### src/core/scclsq_pkg.sv
// How it works
// - A valid start opens a six-edge cycle loading six words into six latches.
// - Start must be high on the active edge before the first word is taken.
// - Edge-select high loads on clock rise, low on clock fall; start likewise.
// - Direction high fills channel 0 upward; low fills channel 5 downward.
// - Transfer high at a clock rise copies all latches out at next fall.
// - Invert high: level is upper minus code span; low: lower plus span.
// - Power-down clears all stored words and sequence state until released.
// - Codes run 0 to 1023; invert picks which side of midpoint is driven.
package scclsq_pkg;

    // =========================================================
    // Geometry
    localparam int NUM_CH = 6;
    localparam int WORD_W = 10;
    localparam logic [WORD_W-1:0] CODE_MAX = 10'h3ff;

    // =========================================================
    // Register map (byte addresses)
    localparam logic [5:0] CTRL_OFS = 6'h00;
    localparam logic [5:0] STATUS_OFS = 6'h04;
    localparam logic [5:0] CODE_BASE_OFS = 6'h20;

    // Control register fields
    localparam int CTRL_EDGE_BIT = 0;
    localparam int CTRL_DIR_BIT = 1;
    localparam int CTRL_INV_BIT = 2;
    localparam int CTRL_PD_BIT = 3;
    localparam logic [3:0] CTRL_RESET = 4'h1;

    // Status register fields
    localparam int STAT_CNT_LSB = 0;
    localparam int STAT_LOADING_BIT = 4;
    localparam int STAT_ARMED_BIT = 5;
    localparam int STAT_XFER_BIT = 6;

    // =========================================================
    // Sequencer states
    typedef enum logic [1:0] {
        SEQ_IDLE = 2'b01,
        SEQ_LOAD = 2'b10
    } scclsq_state_t;

endpackage

### src/core/scclsq_channel.sv
`timescale 1ns/1ps

// =============================================================
// One channel: input latch, output latch, level computation
module scclsq_channel
    import scclsq_pkg::*;
#(
    parameter int WIDTH = WORD_W
) (
    input wire logic sys_clk, // System clock
    input wire logic sys_rst, // Synchronous reset, high
    input wire logic clear, // Power-down wipe
    input wire logic load_en, // Capture input word
    input wire logic [WIDTH-1:0] word_in, // Input word
    input wire logic xfer_en, // Copy latch to output
    input wire logic invert, // Polarity select
    output logic [WIDTH-1:0] latch_q, // Loaded word
    output logic [WIDTH-1:0] code_q, // Transferred word
    output logic signed [WIDTH:0] level_q // Level around midpoint
);

    logic [WIDTH-1:0] latch_reg, latch_next;
    logic [WIDTH-1:0] code_reg, code_next;
    logic signed [WIDTH:0] level_reg, level_next;
    logic signed [WIDTH:0] span;
    localparam logic [WIDTH-1:0] TOP_CODE = '1; // Highest code at this width

    // Next values of both stages and the level
    always_comb begin
        latch_next = latch_reg;
        code_next = code_reg;
        span = $signed({1'b0, TOP_CODE - code_reg});
        level_next = invert ? span : -span;
        if (clear) begin
            latch_next = '0;
            code_next = '0;
        end else begin
            if (load_en)
                latch_next = word_in;
            if (xfer_en)
                code_next = latch_reg;
        end
    end

    // Registers
    always_ff @(posedge sys_clk) begin
        if (sys_rst) begin
            latch_reg <= '0;
            code_reg <= '0;
            level_reg <= '0;
        end else begin
            latch_reg <= latch_next;
            code_reg <= code_next;
            level_reg <= level_next;
        end
    end

    assign latch_q = latch_reg;
    assign code_q = code_reg;
    assign level_q = level_reg;

    // =========================================================
    // Checks
    a_xfer_copies: assert property (@(posedge sys_clk) disable iff (sys_rst)
        xfer_en && !clear |=> code_reg == $past(latch_reg))
        else $error("transfer did not copy latch");
    a_level_inv: assert property (@(posedge sys_clk) disable iff (sys_rst)
        invert |=> level_reg ==
            $signed({1'b0, TOP_CODE - $past(code_reg)}))
        else $error("inverted level wrong");
    a_level_sign: assert property (@(posedge sys_clk) disable iff (sys_rst)
        !invert ##1 !invert |-> level_reg <= 0)
        else $error("non-inverted level above midpoint");
    a_hold_out: assert property (@(posedge sys_clk) disable iff (sys_rst)
        !xfer_en && !clear |=> $stable(code_reg))
        else $error("output changed without transfer");

endmodule // scclsq_channel

### src/core/scclsq_top.sv
`timescale 1ns/1ps

// =============================================================
// Six-channel column load sequencer with Avalon-MM control
module scclsq_top
    import scclsq_pkg::*;
#(
    parameter int CH = NUM_CH,
    parameter int WIDTH = WORD_W
) (
    input wire logic sys_clk, // System clock, 125 MHz
    input wire logic sys_rst, // Synchronous reset, high
    input wire logic pixel_clk, // Load clock, sampled
    input wire logic [WIDTH-1:0] pixel_word_in, // Data word, MSB top
    input wire logic sequence_start, // Start of six-word load
    input wire logic output_transfer, // Move latches to outputs
    input wire logic [5:0] avs_address, // Byte address
    input wire logic avs_read, // Read request
    input wire logic avs_write, // Write request
    input wire logic [31:0] avs_writedata, // Write data
    input wire logic [3:0] avs_byteenable, // Byte lanes
    output logic [31:0] avs_readdata, // Read data
    output logic avs_waitrequest, // Stall
    output logic [CH-1:0][WIDTH-1:0] column_output, // Transferred codes
    output logic [CH-1:0][WIDTH:0] column_level // Signed level offsets
);

    localparam int IDX_W = $clog2(CH);
    localparam int CNT_W = $clog2(CH + 1);
    localparam logic [IDX_W-1:0] LAST_IDX = IDX_W'(CH - 1);
    localparam logic [CNT_W-1:0] FULL_CNT = CNT_W'(CH);

    // Refuse sizes the index, status and readback fields cannot hold
    if (CH < 2 || CH > 8 || WIDTH < 2 || WIDTH > 16) begin : g_bad_size
        $error("scclsq_top: unsupported CH or WIDTH");
    end

    // =========================================================
    // Register bus
    logic [3:0] ctrl_reg, ctrl_next;
    logic ack_reg, ack_next;
    logic [31:0] rdata_reg, rdata_next;
    logic edge_sel, load_dir, invert, pd;
    logic [CH-1:0][WIDTH-1:0] latch_w;
    logic [5:0] code_ofs;

    // Sequencer state
    scclsq_state_t state_reg, state_next;
    logic pclk_prev_reg, pclk_prev_next;
    logic armed_reg, armed_next;
    logic xfer_pend_reg, xfer_pend_next;
    logic [IDX_W-1:0] idx_reg, idx_next;
    logic [CNT_W-1:0] cnt_reg, cnt_next;
    logic rise, fall, act, load_en, xfer_en;
    logic [IDX_W-1:0] load_idx;

    assign edge_sel = ctrl_reg[CTRL_EDGE_BIT];
    assign load_dir = ctrl_reg[CTRL_DIR_BIT];
    assign invert = ctrl_reg[CTRL_INV_BIT];
    assign pd = ctrl_reg[CTRL_PD_BIT];

    // One-cycle stall, then answer; read data captured in stall
    always_comb begin
        ack_next = (avs_read | avs_write) & ~ack_reg;
        ctrl_next = ctrl_reg;
        rdata_next = rdata_reg;
        code_ofs = avs_address - CODE_BASE_OFS;
        if (avs_write && ack_reg && avs_address == CTRL_OFS
            && avs_byteenable[0])
            ctrl_next = avs_writedata[3:0];
        if (avs_read && !ack_reg) begin
            rdata_next = 32'h0;
            if (avs_address == CTRL_OFS) begin
                rdata_next[3:0] = ctrl_reg;
            end else if (avs_address == STATUS_OFS) begin
                rdata_next[STAT_CNT_LSB +: CNT_W] = cnt_reg;
                rdata_next[STAT_LOADING_BIT] = state_reg == SEQ_LOAD;
                rdata_next[STAT_ARMED_BIT] = armed_reg;
                rdata_next[STAT_XFER_BIT] = xfer_pend_reg;
            end else if (avs_address >= CODE_BASE_OFS
                && code_ofs[1:0] == 2'h0 && code_ofs[5:2] < 4'(CH)) begin
                rdata_next[WIDTH-1:0] = column_output[code_ofs[5:2]];
            end
        end
    end

    always_ff @(posedge sys_clk) begin
        if (sys_rst) begin
            ack_reg <= 1'b0;
            ctrl_reg <= CTRL_RESET;
            rdata_reg <= 32'h0;
        end else begin
            ack_reg <= ack_next;
            ctrl_reg <= ctrl_next;
            rdata_reg <= rdata_next;
        end
    end

    assign avs_waitrequest = (avs_read | avs_write) & ~ack_reg;
    assign avs_readdata = rdata_reg;

    // =========================================================
    // Edge detection on the sampled load clock
    assign rise = pixel_clk & ~pclk_prev_reg;
    assign fall = ~pixel_clk & pclk_prev_reg;
    assign act = (edge_sel ? rise : fall) & ~pd;

    // Load sequencer and transfer request
    always_comb begin
        pclk_prev_next = pixel_clk;
        state_next = state_reg;
        armed_next = armed_reg;
        idx_next = idx_reg;
        cnt_next = cnt_reg;
        xfer_pend_next = xfer_pend_reg;
        load_en = 1'b0;
        load_idx = idx_reg;
        xfer_en = fall & xfer_pend_reg & ~pd;
        if (pd) begin
            state_next = SEQ_IDLE;
            armed_next = 1'b0;
            cnt_next = '0;
            xfer_pend_next = 1'b0;
        end else begin
            if (rise)
                xfer_pend_next = output_transfer;
            else if (fall)
                xfer_pend_next = 1'b0;
            if (act) begin
                armed_next = sequence_start;
                case (state_reg)
                    SEQ_IDLE, SEQ_LOAD: begin
                        if (armed_reg) begin
                            load_en = 1'b1;
                            load_idx = load_dir ? '0 : LAST_IDX;
                            idx_next = load_dir ? IDX_W'(1)
                                : LAST_IDX - IDX_W'(1);
                            cnt_next = CNT_W'(1);
                            state_next = SEQ_LOAD;
                        end else if (state_reg == SEQ_LOAD) begin
                            load_en = 1'b1;
                            idx_next = load_dir ? idx_reg + IDX_W'(1)
                                : idx_reg - IDX_W'(1);
                            cnt_next = cnt_reg + CNT_W'(1);
                            if (cnt_reg + CNT_W'(1) == FULL_CNT)
                                state_next = SEQ_IDLE;
                        end
                    end
                    default: state_next = SEQ_IDLE;
                endcase
            end
        end
    end

    always_ff @(posedge sys_clk) begin
        if (sys_rst) begin
            state_reg <= SEQ_IDLE;
            pclk_prev_reg <= 1'b0;
            armed_reg <= 1'b0;
            xfer_pend_reg <= 1'b0;
            idx_reg <= '0;
            cnt_reg <= '0;
        end else begin
            state_reg <= state_next;
            pclk_prev_reg <= pclk_prev_next;
            armed_reg <= armed_next;
            xfer_pend_reg <= xfer_pend_next;
            idx_reg <= idx_next;
            cnt_reg <= cnt_next;
        end
    end

    // =========================================================
    // Channel latches
    genvar g;
    generate
        for (g = 0; g < CH; g++) begin : g_ch
            scclsq_channel #(.WIDTH(WIDTH)) u_ch (
                .sys_clk(sys_clk),
                .sys_rst(sys_rst),
                .clear(pd),
                .load_en(load_en && load_idx == IDX_W'(g)),
                .word_in(pixel_word_in),
                .xfer_en(xfer_en),
                .invert(invert),
                .latch_q(latch_w[g]),
                .code_q(column_output[g]),
                .level_q(column_level[g])
            );
        end
    endgenerate

    // =========================================================
    // Checks
    a_start_opens: assert property (@(posedge sys_clk) disable iff (sys_rst)
        act && armed_reg |=> state_reg == SEQ_LOAD && cnt_reg == 1)
        else $error("start did not open a load cycle");
    a_prior_start: assert property (@(posedge sys_clk) disable iff (sys_rst)
        act |=> armed_reg == $past(sequence_start))
        else $error("start not sampled on active edge");
    a_edge_choice: assert property (@(posedge sys_clk) disable iff (sys_rst)
        load_en |-> (edge_sel ? (pixel_clk && !pclk_prev_reg)
            : (!pixel_clk && pclk_prev_reg)))
        else $error("word loaded on wrong edge");
    a_first_chan: assert property (@(posedge sys_clk) disable iff (sys_rst)
        act && armed_reg && load_dir ##1 state_reg == SEQ_LOAD
            |-> latch_w[0] == $past(pixel_word_in))
        else $error("upward load did not start at channel 0");
    a_pd_clears: assert property (@(posedge sys_clk) disable iff (sys_rst)
        pd |=> cnt_reg == 0 && !armed_reg && latch_w[0] == 0
            && column_output[0] == 0)
        else $error("power-down kept stored data");
    a_six_words: assert property (@(posedge sys_clk) disable iff (sys_rst)
        cnt_reg == FULL_CNT |-> state_reg == SEQ_IDLE)
        else $error("loading ran past the last word");

endmodule // scclsq_top

### config.mk
export PLATFORM = sky130hd
export DESIGN_NAME = scclsq_top
export DESIGN_NICKNAME = d
export VERILOG_FILES = /design/src/core/scclsq_pkg.sv /design/src/core/scclsq_channel.sv /design/src/core/scclsq_top.sv
export SDC_FILE = /design/constraint.sdc
export NUM_CORES = 1
export LEC_CHECK = 0
export ABC_AREA = 1
export BUFFER_PORTS_ARGS = -buffer_cell sky130_fd_sc_hd__buf_2
export CAP_MARGIN = 40
export CORE_MARGIN = 2
export CORE_UTILIZATION = 54
export DETAILED_ROUTE_END_ITERATION = 10
export PLACE_DENSITY_LB_ADDON = 0.05
export SKIP_CTS_REPAIR_TIMING = 1
export SYNTH_ARGS = -nofsm -noshare
export SYNTH_HDL_FRONTEND = slang
export SYNTH_SLANG_ARGS = --single-unit
### constraint.sdc
create_clock -name sys_clk -period 2.66 [get_ports sys_clk]
set_input_delay 0.399 -clock sys_clk [delete_from_list [all_inputs] [get_ports sys_clk]]
set_output_delay 0.399 -clock sys_clk [all_outputs]
set_load 0.02 [all_outputs]
==> impl_metrics.csv, run 1 <==
group,metric,value,unit
job,maxCapViolCount,0,
sta,tightest_slew,0.7851,ns
floorplanning,rows,47,
hold_path,min_path_type,"in -> reg",
clocking,numCtsBuffers,23,
clocking,htreeDepth,1,
pwr,sequentialPowerShare,0.478,
routing,ant_nets,0,
placement,io_buffers,164,
logic_synthesis,synth-xor-area-share,0.001938,
logic_synthesis,netlist_area,9039,sq um
worst_setup_path,critPathArrivalTime,2.62,ns
finish,fillers,1558,
grt,grt_usage,0.2993,
sta,slew_violations,0,
routing,routed_wl,27370,microns
floorplanning,die-area,17790,sq um
finish,syn2layout_area_growth,19.05,%
pwr,powerDensity,633.2,nW/um^2
sta,post-route-period-util,0.8348,
logic_synthesis,synth.distinct_cells,28,
logic_synthesis,synth_top_family_by_area,"simple AND/OR/NAND/NOR gates",
sta,min_period,2.221,ns
routing,dr.pass1.iters,7,
finish,final_common_cell,"nand2_1",
finish,fin_util,0.6535,
routing,avgViaCountPerCell,5.368,
worst_setup_path,cp_slowest_cell,"buf_4",
pwr,internal-power,0.005185,W
pwr,comb_power_share,0.075,
sta,timing.hold.ws,0.1383,ns
pwr,swShare,0.2389,
sta,setup_viol,0,
sta,rsz0062_at_grt,"no",
logic_synthesis,ys_warn_count,0,
logic_synthesis,synthAdderAreaFrac,0.01744,
worst_setup_path,cp-end-kind,"flop",
floorplanning,chipWidth,133.4,microns
floorplanning,core-area,16470,sq um
sta,timing.fmax,0.4503,GHz
worst_setup_path,worstPathRequired,3.06,ns
clocking,cts_tree,"done",
placement,dp_hpwl,19460,microns
floorplanning,dieHeight,133.4,microns
grt,grt_pass1_wl,42350,microns
pwr,peakVddDrop,0.4866,mV
worst_setup_path,crit_chain,"inv_1 -> ha_1 -> inv_1 -> o21ai_0 -> nor2_4 -> inv_2 -> nor2_1 -> buf_4 -> nand3_1 -> nand2_1 -> nor2_1",
routing,drt-wirelength-per-cell,16.57,microns
logic_synthesis,syn-mean-instance-area,7.123,sq um
finish,final_cell_mix,"245 x nand2_1, 212 x dfxtp_1, 206 x nor2_1",
finish,fin_cells,1652,
logic_synthesis,synth_cells,1269,
sta,fin_skew,0.008742,ns
pwr,p_switching,0.001628,W
floorplanning,io_pins,218,
logic_synthesis,synth_compound_area_frac,0.1550,
sta,final-hold-violation-count,0,
routing,drc,0,
logic_synthesis,yosysSeqAreaShare,0.4695,
routing,vias,8868,
worst_setup_path,path_class,"reg -> reg",
grt,gr-total-overflow,0,
floorplanning,start_util,0.5489,
grt,grt_max_degree,101,
clocking,clk_path_buf_depth,3,
sta,slew_headroom,0.4760,
grt,grt_antenna_before_repair,0,
placement,globalplace.congestion,0.9497,
grt,grt_pass1_vias,7597,
finish,largest_reg_flops,66,
run_status,status,"finished clean",
worst_setup_path,startpoint_type,"flop",
routing,drt_iter0_markers,789,
pwr,p_leak,4.957,nW
worst_setup_path,cpPeakStageDelay,0.34,ns
finish,n_antenna_cell,0,
clocking,path_clk_slew,0.06,ns
clocking,cts.sinks,212,
worst_setup_path,crit_fanout,30,
logic_synthesis,ys_ff_latch,212,
pwr,clkPwrFrac,0.447,
placement,dpl.cell_count,1614,
clocking,worstSkewPairLatency,0.51,ns
sta,fin_setup_tns,0,ns
finish,fin_nets,1490,
finish,layout-drive-gt1-share,0.1641,
logic_synthesis,yosys.area_share.simple,0.2737,
logic_synthesis,synthMuxAreaShare,0,
clocking,cts-root-buf,"clkbuf_16",
pwr,p_total,0.006813,W
critical path: cells and delay by family, from the launching register on:
kind            cells  cell delay [ns]
simple gates        5             0.65
flops               1             0.31
compound gates      1             0.16
fa+ha+maj           1             0.33
buf+inv             4             0.65
per-layer routing:
layer  vias to the layer above  track usage  wire length [microns]
met5                         -            0                      0
met4                         0      0.08333                    672
met3                        50      0.04414                   2169
met2                       410       0.4444                  11850
li1                       4404            -                      -
met1                      4004       0.4531                  12680
power groups by stage:
| stage | clock network, W | registers, W | logic (W) |
|---|---|---|---|
| 5_1_grt | 0.00322 | 0.00326 | 0.000556 |
| 2_1_floorplan | 0 | 0.00335 | 0.000332 |
| 4_1_cts | 0.00309 | 0.00326 | 0.000500 |
| 3_3_place_gp | 0 | 0.00333 | 0.000489 |
| 6_report | 0.00305 | 0.00326 | 0.000509 |
| 3_5_place_dp | 0 | 0.00333 | 0.000499 |
kinds of logic (layout without fill, tap and decap cells):
logic type	count (synthesis)	in the layout
AND/OR/NAND/NOR	598	598
AO/OA/AOI/OAI	273	273
flip-flops	212	212
buffers and inverters	171	313
adder cells (fa/ha/maj)	12	12
XOR/XNOR	2	2
other	1	22
per-stage QoR:
stage               instance area (sq um)  setup slack, ns
finish                              10760           0.4395
global route                        10760           0.2467
CTS                                 10760           0.4665
detailed placement                  10040           0.4443
global placement                    10010           0.4367
floorplan                            9117           0.7535
synth_stat cells:
master | number | area, sq um
nor2_1 | 207 | 777.0
clkbuf_1 | 41 | 153.9
o31ai_1 | 1 | 7.510
nand3_2 | 1 | 10.01
o221ai_1 | 3 | 26.28
buf_4 | 23 | 172.7
buf_2 | 10 | 50.05
nand3_1 | 99 | 495.5
inv_1 | 84 | 315.3
a21oi_1 | 152 | 760.7
nand2_2 | 1 | 6.260
nand2_1 | 245 | 919.6
fa_1 | 1 | 20.02
nor3_1 | 25 | 125.1
nand4_1 | 9 | 56.30
clkinv_1 | 3 | 11.26
o21ai_0 | 108 | 540.5
buf_1 | 8 | 30.03
inv_2 | 2 | 7.510
o211ai_1 | 2 | 15.01
xor2_1 | 2 | 17.52
conb_1 | 1 | 3.750
o22ai_1 | 1 | 6.260
nor2_4 | 3 | 33.78
ha_1 | 11 | 137.6
o21a_1 | 6 | 45.04
dfxtp_1 | 212 | 4244
nor2_2 | 8 | 50.05
final timing paths:
| path | start | end | slack (ns) | cells past startpoint |
|---|---|---|---|---|
| max | state_reg[0] | g_ch[3].u_ch.latch_q[0] | 0.44 | 11 |
| min | pixel_clk | pclk_prev_reg | 0.14 | 3 |
| max reg2reg | state_reg[0] | g_ch[3].u_ch.latch_q[0] | 0.44 | 11 |
| min reg2reg | avs_readdata[8] | avs_readdata[8] | 0.46 | 2 |
area by class of cell:
class / count / area [sq um] / share of cell area
sequential: 212 / 4244 / 0.3944
multi-input combinational: 907 / 4145 / 0.3852
timing repair buffer: 186 / 1044 / 0.09698
clock buffer: 34 / 666.9 / 0.06198
inverter: 89 / 334.1 / 0.03105
tap: 220 / 275.3 / 0.02558
clock inverter: 4 / 51.30 / 0.004767
No activity file was read; power rests on OpenSTA's default activity.
==> run 2, diff against run 1 <==
- clock period: 2.66 -> 2.1 ns (I/O delays scaled with it)
==> impl_metrics.csv, run 2 (synthesis gave the netlist of run 1 again) <==
group,metric,value,unit
run_status,status,"finished clean",
pwr,p_leak,5.079,nW
sta,setup_ws,0.1084,ns
floorplanning,core-area,16470,sq um
finish,multi_input_area,4195,sq um
placement,io_buffers,164,
floorplanning,rows,47,
sta,fin_skew,0.01025,ns
finish,final_common_cell,"nand2_1",
finish,fin_nets,1514,
sta,setup_viol,0,
grt,grt_antenna_before_repair,0,
clocking,path_clk_slew,0.06,ns
finish,largest_reg_flops,66,
clocking,cts_tree,"done",
job,maxCapViolCount,0,
finish,fin_util,0.6673,
worst_setup_path,path_class,"reg -> reg",
worst_setup_path,crit_fanout,15,
pwr,peakVddDrop,0.6382,mV
routing,drt-wirelength-per-cell,16.46,microns
clocking,cts-root-buf,"clkbuf_16",
clocking,worstSkewPairLatency,0.50,ns
worst_setup_path,worstPathRequired,2.49,ns
pwr,powerDensity,776.1,nW/um^2
finish,fillers,1507,
routing,vias,9068,
floorplanning,die-area,17790,sq um
finish,fin_cells,1676,
grt,grt_pass1_vias,7898,
sta,post-route-period-util,0.9484,
sta,min_period,1.992,ns
routing,routed_wl,27590,microns
grt,grt_usage,0.3012,
placement,place_ws,-0.01714,ns
finish,syn2layout_area_growth,21.57,%
clocking,numCtsBuffers,22,
sta,final-hold-violation-count,0,
grt,gr-total-overflow,0,
finish,n_antenna_cell,0,
sta,timing.fmax,0.5021,GHz
grt,grt_pass1_wl,42310,microns
hold_path,min_path_type,"in -> reg",
placement,dpl.cell_count,1638,
sta,rsz0062_at_grt,"yes",
grt,grt_max_degree,64,
placement,globalplace.congestion,0.9150,
routing,drc,0,
clocking,htreeDepth,1,
finish,final_cell_mix,"244 x nand2_1, 212 x dfxtp_1, 204 x nor2_1",
sta,slew_violations,0,
worst_setup_path,critPathArrivalTime,2.38,ns
placement,placed_cell_area,10230,sq um
clocking,cts.sinks,212,
sta,slew_headroom,0.6715,
placement,dp_hpwl,19870,microns
clocking,clk_path_buf_depth,3,
finish,final_area,10990,sq um
floorplanning,chipWidth,133.4,microns
worst_setup_path,startpoint_type,"flop",
worst_setup_path,cp-end-kind,"flop",
routing,avgViaCountPerCell,5.411,
finish,layout-drive-gt1-share,0.1813,
finish,regArea,4244,sq um
floorplanning,start_util,0.5489,
sta,tightest_slew,0.4875,ns
routing,ant_nets,0,
floorplanning,dieHeight,133.4,microns
floorplanning,io_pins,218,
routing,dr.pass1.iters,7,
routing,drt_iter0_markers,928,
[run 2: cell types whose count changed in the layout (fill, tap and decap cells not counted), moves of 2 or more]
cell | previous run | this run
buf_12 | 3 | 5
nor2_2 | 8 | 4
clkinv_2 | 1 | 3
nor2_1 | 206 | 204
nor2_4 | 4 | 10
buf_4 | 18 | 40
[run 2: metrics by stage]
step                      TNS [ns]  hold slack (ns)  power, W
after floorplan                  0           0.4429  0.004663
after global placement           0           0.4511  0.004864
after detailed placement  -0.07258           0.4550  0.004872
after CTS                  -0.1525          0.05753  0.008546
after global routing      -0.08780          0.09277  0.008808
final                            0          0.06886  0.008527
[run 2: final cells by class]
class,instances,share of cell area
clock inverter,3,0.001366
timing repair buffer,211,0.1144
inverter,89,0.03040
clock buffer,34,0.06069
tap,220,0.02505
sequential,212,0.3862
multi-input combinational,907,0.3818
[run 2: metal layers]
| layer | vias up | global-route usage | share of wire |
|---|---|---|---|
| li1 | 4451 | - | - |
| met3 | 63 | 0.04566 | 0.092 |
| met1 | 4089 | 0.4383 | 0.44 |
| met4 | 0 | 0.1052 | 0.031 |
| met2 | 465 | 0.4570 | 0.43 |
| met5 | - | 0 | 0 |
[run 2: final timing paths]
check | from | to | slack (ns) | cells past startpoint
setup / recovery | state_reg[0] | g_ch[0].u_ch.latch_q[9] | 0.11 | 11
hold / removal | pixel_clk | pclk_prev_reg | 0.07 | 3
setup reg to reg | state_reg[0] | g_ch[0].u_ch.latch_q[9] | 0.11 | 11
hold reg to reg | avs_readdata[5] | avs_readdata[5] | 0.46 | 2
[run 2: critical path, cell delays in order (launching register included)]
cell,delay [ns]
dfxtp_1,0.31
inv_1,0.05
ha_1,0.36
nor2_4,0.16
nand3_2,0.14
nand2_1,0.16
nand2_1,0.10
nor2_4,0.21
clkbuf_16,0.21
nand3_1,0.09
nand2_1,0.07
nor2_1,0.04
[run 2: power by group]
part	leakage, nW	internal [W]	total, W	switching, W
logic	3.03	0.000209	0.000689	0.000480
registers	1.71	0.00408	0.00412	0.0000426
clock network	0.338	0.00217	0.00371	0.00155
